===== src/design/flash_status_pkg.sv =====
package flash_status_pkg;

    // Serial command that starts a status read
    localparam logic [7:0] STATUS_READ_OPCODE = 8'hD7;
    // Density class code (arbitrary value, backward-compatibility field)
    localparam logic [3:0] DENSITY_CODE = 4'h5;

    // First status byte field positions
    localparam int B1_READY_POS = 7;
    localparam int B1_COMPARE_POS = 6;
    localparam int B1_DENSITY_LSB = 2;
    localparam int B1_PROTECT_POS = 1;
    localparam int B1_PAGE_POS = 0;

    // Second status byte (status_byte_two) field positions
    localparam int B2_READY_POS = 7;
    localparam int B2_RSVD_HI_POS = 6;
    localparam int B2_FAULT_POS = 5;
    localparam int B2_RSVD_LO_POS = 4;
    localparam int B2_LOCKDOWN_POS = 3;
    localparam int B2_BUF2_POS = 2;
    localparam int B2_BUF1_POS = 1;
    localparam int B2_ERASE_POS = 0;

    // Reset values
    localparam logic FAULT_RESET = 1'b0;
    localparam logic COMPARE_RESET = 1'b0;
    localparam logic [2:0] BIT_CNT_RESET = 3'h0;
    localparam logic [7:0] SHIFT_RESET = 8'h00;

    // Bits in a byte, minus one
    localparam logic [2:0] LAST_BIT = 3'h7;

    typedef enum logic [1:0] {
        ST_IDLE,
        ST_OPCODE,
        ST_STATUS,
        ST_IGNORE
    } link_state_type;

endpackage


===== src/design/flash_status_register.sv =====
`timescale 1ns/1ns
`default_nettype none
module flash_status_register
    import flash_status_pkg::*;
(
    input wire logic i_core_clk,
    input wire logic i_rstn,
    input wire logic i_sck,
    input wire logic i_cs_n,
    input wire logic i_si,
    output logic o_so,
    output logic o_so_oe,
    input wire logic i_busy,
    input wire logic i_op_done,
    input wire logic i_op_failed,
    input wire logic i_op_aborted,
    input wire logic i_compare_done,
    input wire logic i_compare_differs,
    input wire logic i_protect_enabled,
    input wire logic i_binary_page,
    input wire logic i_lockdown_allowed,
    input wire logic i_buf2_program_paused,
    input wire logic i_buf1_program_paused,
    input wire logic i_erase_paused,
    input wire logic i_buf1_write_req,
    input wire logic i_buf2_write_req,
    output logic o_buf1_write_en,
    output logic o_buf2_write_en,
    output logic [7:0] o_status_byte_two
);
    logic sck_s;
    logic cs_n_s;
    logic si_s;
    logic sck_prev_q;
    logic sck_prev_d;
    logic sck_rise;
    logic sck_fall;
    link_state_type state_q;
    link_state_type state_d;
    logic [2:0] bit_cnt_q;
    logic [2:0] bit_cnt_d;
    logic [7:0] shift_q;
    logic [7:0] shift_d;
    logic byte_sel_q;
    logic byte_sel_d;
    logic so_q;
    logic so_d;
    logic so_oe_q;
    logic so_oe_d;
    logic fault_q;
    logic fault_d;
    logic compare_q;
    logic compare_d;
    logic [7:0] byte_one;
    logic [7:0] byte_two;
    logic [7:0] opcode_word;

    pin_sync u_sync_sck (
        .i_core_clk(i_core_clk),
        .i_rstn(i_rstn),
        .i_async(i_sck),
        .i_reset_level(1'b0),
        .o_sync(sck_s)
    );

    pin_sync u_sync_cs (
        .i_core_clk(i_core_clk),
        .i_rstn(i_rstn),
        .i_async(i_cs_n),
        .i_reset_level(1'b1),
        .o_sync(cs_n_s)
    );

    pin_sync u_sync_si (
        .i_core_clk(i_core_clk),
        .i_rstn(i_rstn),
        .i_async(i_si),
        .i_reset_level(1'b0),
        .o_sync(si_s)
    );

    status_word_builder u_words (
        .i_busy(i_busy),
        .i_compare_differs(compare_q),
        .i_protect_enabled(i_protect_enabled),
        .i_binary_page(i_binary_page),
        .i_fault(fault_q),
        .i_lockdown_allowed(i_lockdown_allowed),
        .i_buf2_program_paused(i_buf2_program_paused),
        .i_buf1_program_paused(i_buf1_program_paused),
        .i_erase_paused(i_erase_paused),
        .o_byte_one(byte_one),
        .o_status_byte_two(byte_two)
    );

    // Fault and compare results are held here between operations
    always_comb
    begin
        fault_d = fault_q;
        compare_d = compare_q;
        if (i_op_done)
        begin
            // An abort never reports a fault, even if the array flagged one
            fault_d = i_op_failed & ~i_op_aborted;
        end
        if (i_compare_done)
        begin
            compare_d = i_compare_differs;
        end
    end

    always_ff @(posedge i_core_clk or negedge i_rstn)
    begin
        if (!i_rstn)
        begin
            fault_q <= FAULT_RESET;
            compare_q <= COMPARE_RESET;
        end
        else
        begin
            fault_q <= fault_d;
            compare_q <= compare_d;
        end
    end

    // Suspended buffers refuse every write that would alter them
    assign o_buf1_write_en = i_buf1_write_req & ~i_buf1_program_paused;
    assign o_buf2_write_en = i_buf2_write_req & ~i_buf2_program_paused;
    assign o_status_byte_two = byte_two;

    assign sck_rise = sck_s & ~sck_prev_q;
    assign sck_fall = ~sck_s & sck_prev_q;
    assign opcode_word = {shift_q[6:0], si_s};

    // Mode 0/3 style: sample on rising edge, launch on falling edge
    always_comb
    begin
        sck_prev_d = sck_s;
        state_d = state_q;
        bit_cnt_d = bit_cnt_q;
        shift_d = shift_q;
        byte_sel_d = byte_sel_q;
        so_d = so_q;
        so_oe_d = so_oe_q;
        if (cs_n_s)
        begin
            state_d = ST_IDLE;
            so_oe_d = 1'b0;
            bit_cnt_d = BIT_CNT_RESET;
        end
        else
        begin
            unique case (state_q)
                ST_IDLE:
                begin
                    state_d = ST_OPCODE;
                    bit_cnt_d = BIT_CNT_RESET;
                    shift_d = SHIFT_RESET;
                end
                ST_OPCODE:
                begin
                    if (sck_rise)
                    begin
                        shift_d = opcode_word;
                        bit_cnt_d = bit_cnt_q + 3'h1;
                        if (bit_cnt_q == LAST_BIT)
                        begin
                            if (opcode_word == STATUS_READ_OPCODE)
                            begin
                                state_d = ST_STATUS;
                                byte_sel_d = 1'b0;
                            end
                            else
                            begin
                                state_d = ST_IGNORE;
                            end
                        end
                    end
                end
                ST_STATUS:
                begin
                    if (sck_fall)
                    begin
                        if (bit_cnt_q == BIT_CNT_RESET)
                        begin
                            // Whole byte captured at once keeps its bits coherent
                            shift_d = byte_sel_q ? byte_two : byte_one;
                            so_d = byte_sel_q ? byte_two[7] : byte_one[7];
                            byte_sel_d = ~byte_sel_q;
                        end
                        else
                        begin
                            so_d = shift_q[7];
                        end
                        so_oe_d = 1'b1;
                    end
                    if (sck_rise && so_oe_q)
                    begin
                        shift_d = {shift_q[6:0], 1'b0};
                        bit_cnt_d = bit_cnt_q + 3'h1;
                    end
                end
                ST_IGNORE:
                begin
                    state_d = ST_IGNORE;
                end
            endcase
        end
    end

    always_ff @(posedge i_core_clk or negedge i_rstn)
    begin
        if (!i_rstn)
        begin
            sck_prev_q <= 1'b0;
            state_q <= ST_IDLE;
            bit_cnt_q <= BIT_CNT_RESET;
            shift_q <= SHIFT_RESET;
            byte_sel_q <= 1'b0;
            so_q <= 1'b0;
            so_oe_q <= 1'b0;
        end
        else
        begin
            sck_prev_q <= sck_prev_d;
            state_q <= state_d;
            bit_cnt_q <= bit_cnt_d;
            shift_q <= shift_d;
            byte_sel_q <= byte_sel_d;
            so_q <= so_d;
            so_oe_q <= so_oe_d;
        end
    end

    assign o_so = so_q;
    assign o_so_oe = so_oe_q;

    ready_mirror_a: assert property (@(posedge i_core_clk) disable iff (!i_rstn)
        o_status_byte_two[7] == ~i_busy)
        else $error("ready bit does not mirror busy");

    reserved_zero_a: assert property (@(posedge i_core_clk) disable iff (!i_rstn)
        o_status_byte_two[6] == 1'b0 && o_status_byte_two[4] == 1'b0)
        else $error("reserved bit not zero");

    fault_abort_a: assert property (@(posedge i_core_clk) disable iff (!i_rstn)
        i_op_done && i_op_aborted |=> !o_status_byte_two[5])
        else $error("fault set by aborted operation");

    fault_update_a: assert property (@(posedge i_core_clk) disable iff (!i_rstn)
        i_op_done && i_op_failed && !i_op_aborted |=> o_status_byte_two[5] && fault_q)
        else $error("fault not set by failure");

    fault_hold_a: assert property (@(posedge i_core_clk) disable iff (!i_rstn)
        !i_op_done |=> $stable(fault_q))
        else $error("fault changed without an operation end");

    buf_block_a: assert property (@(posedge i_core_clk) disable iff (!i_rstn)
        i_buf2_program_paused |-> !o_buf2_write_en)
        else $error("buffer 2 written while suspended");

    buf1_block_a: assert property (@(posedge i_core_clk) disable iff (!i_rstn)
        i_buf1_program_paused |-> !o_buf1_write_en)
        else $error("buffer 1 written while suspended");

    deselect_release_a: assert property (@(posedge i_core_clk) disable iff (!i_rstn)
        cs_n_s |=> !o_so_oe)
        else $error("output driven after deselect");

    erase_flag_a: assert property (@(posedge i_core_clk) disable iff (!i_rstn)
        o_status_byte_two[0] == i_erase_paused)
        else $error("erase suspend flag wrong");
endmodule
`default_nettype wire


===== src/design/pin_sync.sv =====
`timescale 1ns/1ns
`default_nettype none
module pin_sync
    import flash_status_pkg::*;
(
    input wire logic i_core_clk,
    input wire logic i_rstn,
    input wire logic i_async,
    input wire logic i_reset_level,
    output logic o_sync
);
    logic meta_q;
    logic sync_q;
    logic meta_d;
    logic sync_d;

    always_comb
    begin
        meta_d = i_async;
        sync_d = meta_q;
    end

    // Reset to the pin's idle level so no false edge appears at release
    always_ff @(posedge i_core_clk or negedge i_rstn)
    begin
        if (!i_rstn)
        begin
            meta_q <= 1'b0;
            sync_q <= 1'b0;
        end
        else
        begin
            meta_q <= meta_d ^ i_reset_level;
            sync_q <= sync_d;
        end
    end

    assign o_sync = sync_q ^ i_reset_level;
endmodule
`default_nettype wire


===== src/design/status_word_builder.sv =====
`timescale 1ns/1ns
`default_nettype none
module status_word_builder
    import flash_status_pkg::*;
(
    input wire logic i_busy,
    input wire logic i_compare_differs,
    input wire logic i_protect_enabled,
    input wire logic i_binary_page,
    input wire logic i_fault,
    input wire logic i_lockdown_allowed,
    input wire logic i_buf2_program_paused,
    input wire logic i_buf1_program_paused,
    input wire logic i_erase_paused,
    output logic [7:0] o_byte_one,
    output logic [7:0] o_status_byte_two
);
    always_comb
    begin
        o_byte_one = 8'h00;
        o_byte_one[B1_READY_POS] = ~i_busy;
        o_byte_one[B1_COMPARE_POS] = i_compare_differs;
        o_byte_one[B1_DENSITY_LSB +: 4] = DENSITY_CODE;
        o_byte_one[B1_PROTECT_POS] = i_protect_enabled;
        o_byte_one[B1_PAGE_POS] = i_binary_page;
        o_status_byte_two = 8'h00;
        o_status_byte_two[B2_READY_POS] = ~i_busy;
        o_status_byte_two[B2_RSVD_HI_POS] = 1'b0;
        o_status_byte_two[B2_FAULT_POS] = i_fault;
        o_status_byte_two[B2_RSVD_LO_POS] = 1'b0;
        o_status_byte_two[B2_LOCKDOWN_POS] = i_lockdown_allowed;
        o_status_byte_two[B2_BUF2_POS] = i_buf2_program_paused;
        o_status_byte_two[B2_BUF1_POS] = i_buf1_program_paused;
        o_status_byte_two[B2_ERASE_POS] = i_erase_paused;
    end
endmodule
`default_nettype wire


===== config.mk =====
export PLATFORM = sky130hd
export DESIGN_NAME = flash_status_register
export DESIGN_NICKNAME = d
export VERILOG_FILES = /design/src/design/flash_status_pkg.sv /design/src/design/flash_status_register.sv /design/src/design/pin_sync.sv /design/src/design/status_word_builder.sv
export SDC_FILE = /design/constraint.sdc
export NUM_CORES = 1
export LEC_CHECK = 0
export ABC_AREA = 1
export ABC_CLOCK_PERIOD_IN_PS = 1400
export BUFFER_PORTS_ARGS = -buffer_cell sky130_fd_sc_hd__buf_2
export CAP_MARGIN = 20
export CELL_PAD_IN_SITES_DETAIL_PLACEMENT = 1
export CELL_PAD_IN_SITES_GLOBAL_PLACEMENT = 2
export CORE_MARGIN = 2
export CORE_UTILIZATION = 27
export DETAILED_ROUTE_END_ITERATION = 10
export PLACE_DENSITY_LB_ADDON = 0.1
export SKIP_LAST_GASP = 1
export SLEW_MARGIN = 20
export SYNTH_ARGS = -nofsm -noshare
export SYNTH_HDL_FRONTEND = slang
export SYNTH_SLANG_ARGS = --single-unit

===== constraint.sdc =====
create_clock -name i_core_clk -period 1.4 [get_ports i_core_clk]
set_clock_uncertainty 0.1 [all_clocks]
set_input_delay 0 -clock i_core_clk [delete_from_list [all_inputs] [get_ports i_core_clk]]
set_output_delay 0 -clock i_core_clk [all_outputs]
set_load 0.01 [all_outputs]

### After elaboration in Yosys (flattened, before gate mapping)

Index checks and enable logic that the tools add are counted.
W data, S select, Z words.

* add/subtract/negate cells: 1
* equality and inequality tests: 19
* muxes and demuxes: 25
* bitwise gates (word level): 13
* reductions and logical operators: 11

Operator list (count)
* $mux W8: 4
* $pmux W8 S3: 1
* $ne A3 B3 Y1 const B: 5
* $ne A2 B2 Y1 const B: 7
* $mux W1: 10
* $mux W3: 3
* $pmux W3 S3: 1
* $reduce_and A3 Y1: 3
* $eq A8 B8 Y1 const B: 1
* $ne A4 B4 Y1 const B: 2
* $not A1 Y1: 8
* $mux W7: 1
* $reduce_and A7 Y1: 1
* $mux W2: 3
* $pmux W2 S3: 1
* $and A1 B1 Y1: 5
* $reduce_and A5 Y1: 1
* $eq A2 B2 Y1 const B: 2
* $add A3 B1 Y3 const B: 1
* $eq A3 B3 Y1 const B: 1
* $logic_not A3 Y1: 1
* $reduce_bool A3 Y1: 1
* $eq A2 B1 Y1 const B: 1
* $logic_not A2 Y1: 1
* other kinds (4): 4

* flip-flop bits (word level): 25
* input port bits: 19
* output and inout port bits: 12
* logic and storage cells: 84

### Depth between registers and ports, before layout

* word-level depth: 6
* mapped depth: 11
* gate-level depth less buffers: 11

### Modules after synthesis

Synthesis repeated with hierarchy kept, for this count alone.

* cells, all modules: 243
* area total of the unflattened synthesis: 1695.4 µm²

Modules (own cells, without submodules)
* flash_status_register: instances 1, cells an instance 192, area an instance 1320.0 µm², seq. area each 475.5 µm²
* pin_sync: instances 3, cells an instance 11, area an instance 83.8 µm², seq. area each 50.0 µm²
* status_word_builder: instances 1, cells an instance 18, area an instance 123.9 µm², seq. area each 0.0 µm²

### Worst setup path before layout

OpenSTA, ideal clock, no wires.

* path type: reg2reg
* from: register state_q[0]
* to: register bit_cnt_q[0]
* setup time: 0.065 ns
* arrival time: 1.307 ns
* data required time: 1.235 ns
* path slack: -0.073 ns
* cell stages (with the launch flop): 9
* path buffers: 1
* clock period less this slack: 1.473 ns
* cell sequence: dfrtp_1 -> inv_1 -> ha_1 -> buf_2 -> nor2_4 -> nand2_2 -> a31oi_1 -> nand2_1 -> nand2_1

* word-level cells in the longest chain between the ends: 3
* elaborated cells between the ends (all ways): 9
* classes of those cells: eq/ne: 5; mux: 2; reduce/logical: 2

RTL lines
* start, declared: RTL line flash_status_register.sv:38 `link_state_type state_q;`
* start signal, assigned: RTL line flash_status_register.sv:226 `state_q <= state_d;`
* $eq A2 B2 Y1, or another cell as far along: RTL line flash_status_register.sv:153 `unique case (state_q)`
* $ne A4 B4 Y1 (no source line), or another cell as far along
* $reduce_and A3 Y1 (no source line) / $mux W3 (equally long branches)
* end signal, assigned: RTL line flash_status_register.sv:227 `bit_cnt_q <= bit_cnt_d;`
* end, declared: RTL line flash_status_register.sv:40 `logic [2:0] bit_cnt_q;`

Several ways; a longest one is shown, not always the timed one.
A chain may end at the register's enable or synchronous reset.

### Worst setup path after layout

* from: register state_q[0]
* to: register bit_cnt_q[1]

The elaborated chain is that of the path after synthesis.

==> results by group <==
Worst setup path
  – Req. time, crit path: 1.52 ns
  – Reg2reg end: bit_cnt_q[1]
  – Worst r2r path cells: 8
  – Critical path type: reg2reg
  – FF-to-FF setup slack: -0.16 ns
  – Startpoint Class: register
  – Crit path DAT: 1.68 ns
  – Worst flop-to-flop path startpoint: state_q[0]
  – Element type at the critical path end: register
  – Worst-path maximum fanout: 5

Yosys
  – Post-synth top area cell: dfrtp_1
  – Warnings from Yosys: 0
  – Syn Inst Count: 191
  – Ranking of synthesized cells by area: dfrtp_1, nand2_1, ha_1, inv_1, nand3_1
  – Syn Std Cell Area: 0.001474 mm2
  – Yosys cell types: 31
  – Synth top area share: 0.4244
  – Post-synth top flop: dfrtp_1
  – Sequential share of the synthesized area: 0.4244
  – Top-count cell post-synth: nand2_1
  – Seq cells post-synth: 25
  – Async set or reset register ratio after synthesis: 1.000
  – Most frequent cells after synthesis: nand2_1, dfrtp_1, inv_1, nor2_1, nand3_1
  – Syn avg cell area: 7.717 um2
  – EDFF count, synth: 0

Timing
  – Total negative setup slack: -2.191 ns
  – Slew @ Worst Pin: 0.5843 ns
  – F_max: 642.6 MHz
  – PnR worst setup slack: -0.1563 ns
  – Slew headroom: 0.6104
  – WHS: 0.01366 ns
  – Final setup fails: 16
  – Number of max-slew violations in the final report: 0
  – Crit path time final: 1.556 ns
  – Final period utilization: 1.112
  – RSZ-0062 raised after global routing: true
  – Final Hold Vio Count: 0

Floorplanning
  – Std cell rows: 26
  – Placeable Area: 0.005172 mm2
  – Starting Density: 0.2850
  – Die Y-Extent: 77.89 um
  – Die Wd: 77.89 um
  – Die area: 0.006066 mm2
  – Top Ports: 31

Placed design
  – IO Port Bufs: 28
  – DP Cell Count: 296
  – Final Wtd Congestion: 0.7979
  – Placed inst area: 0.001798 mm2
  – Post-place setup slack: -0.2574 ns
  – HPWL Detailed: 3213 um

Finish
  – Area of the multi-input gates: 823.3 um2
  – Register area: 626.9 um2
  – Reg with most FFs: shift_q
  – Final instance area: 0.002097 mm2
  – P&R area growth vs syn: 42.27%
  – Diodes inserted: 0
  – Finished Layout Cells: 317
  – Max FFs per register: 8
  – Layout Nets: 274
  – Layout cells sized above 1: 0.3725
  – Fillers: 641
  – Largest registers: shift_q x8, bit_cnt_q x3, state_q x2
  – Final core occ: 0.4054

Power
  – P per Cell Area: 1604 mW/mm2
  – Tot Pwr: 3.364 mW
  – Peak supply drop: 0.5921 mV
  – Lkg Pwr: 1.057 nW

Route
  – Routed length per instance: 13.25 um
  – First-pass DRT Iterations: 4
  – Via/cell ratio: 4.489
  – Post-route DRC: 0
  – Detail Route Antenna Nets: 0
  – Initial DRC Count: 65
  – Final wirelength: 4200 um
  – Vias: 1423

Status
  – Status: complete, but fails checks
  – Failing checks: setup timing

Hold path
  – WHS Endpoint: shift_q[7]
  – Worst Min Path Start: i_busy
  – Hold Path Stages: 6
  – Min-Delay Path Class: in2reg

CTS
  – CTS Buffer Depth: 2
  – TritonCTS clock tree: built
  – CTS buffer count: 3
  – Num Clock Sinks: 25
  – Clock-pin slew on the worst setup and hold paths: 0.09 ns
  – H-tree levels: 1
  – Root buf cell: clkbuf_8
  – Clock insertion delay at the later pin of the skew report: 0.28 ns

Global route
  – Largest net degree at the start of global routing: 26
  – Total GRT Usage: 0.1563
  – Total gr overflow: 0
  – Initial antenna violation count: 0
  – Vias in the first global route: 1538
  – First-pass GRT wire length: 7438 um

Run
  – Maxcap violations: 0
routing by layer:
metal  up-vias  track usage  part of all wire
met5         -            0                 0
met4         0      0.04286             0.012
met3         5      0.02326             0.037
met2        35       0.2716              0.48
met1       682       0.2010              0.47
li1        701            -                 -
power breakdown:
part,leakage (nW),internal (mW),switching [mW]
Clock,0.0255,0.200,0.246
Combinational,0.709,0.864,1.11
Sequential,0.322,0.840,0.102
layout make-up:
class | count | area share
clock inverter | 1 | 0.002387
clock buffer | 3 | 0.01969
tap | 70 | 0.04177
inverter | 23 | 0.04415
sequential | 25 | 0.2989
multi-input combinational | 135 | 0.3926
timing repair buffer | 60 | 0.2005
how the worst max path moves through the flow:
stage,from,end,slack (ns),depth (start not counted)
2_1_floorplan,bit_cnt_q[0],shift_q[0],-0.05,11
3_3_place_gp,state_q[0],shift_q[4],-0.21,8
3_5_place_dp,bit_cnt_q[0],shift_q[2],-0.26,11
4_1_cts,bit_cnt_q[0],shift_q[2],-0.18,10
5_1_grt,bit_cnt_q[0],shift_q[1],-0.28,10
6_report,state_q[0],bit_cnt_q[1],-0.16,8
timing repair:
item,4_1_cts,5_1_grt
setup endpoints to repair,16,17
setup buffers,6,3
hold buffers,8,0
pin swaps,23,12
resized for setup,17,12
gates cloned,0,0
hold endpoints to repair,30,0
cell usage in the layout, fill, tap and decap left out, types with 2 or more instances in the layout:
| cell type | n |
|---|---|
| dlygate4sd3_1 | 8 |
| nand3_1 | 10 |
| nand2_2 | 6 |
| buf_6 | 2 |
| buf_4 | 21 |
| nand4_1 | 4 |
| nor2_1 | 11 |
| clkbuf_8 | 3 |
| ha_2 | 2 |
| inv_4 | 2 |
| clkinv_2 | 2 |
| inv_1 | 14 |
| nand2_4 | 4 |
| o21ai_0 | 3 |
| conb_1 | 2 |
| ha_1 | 2 |
| inv_2 | 6 |
| nand2_1 | 62 |
| nor2_4 | 2 |
| a21oi_1 | 8 |
| buf_2 | 28 |
| nand3_4 | 2 |
| ha_4 | 3 |
| dfrtp_1 | 24 |
critical path: stages, from the launching register on:
cell and delay [ns]:
dfrtp_2 0.46, inv_4 0.09, ha_4 0.20, nor2_4 0.07, nand2_4 0.10, nand3_2 0.10
nor3_4 0.24, nand2_1 0.08, nand2_1 0.05
kinds of logic (layout without fill, tap and decap cells):
| family | after synthesis | after routing | synth area share |
|---|---|---|---|
| simple gates | 107 | 107 | 0.3285 |
| buf+inv | 32 | 87 | 0.1010 |
| flops | 25 | 25 | 0.4244 |
| compound gates | 18 | 18 | 0.07641 |
| fa+ha+maj | 7 | 7 | 0.05942 |
| other cells | 1 | 2 | 0.002544 |
| mux | 1 | 1 | 0.007640 |
No activity file was read; power rests on OpenSTA's default activity.
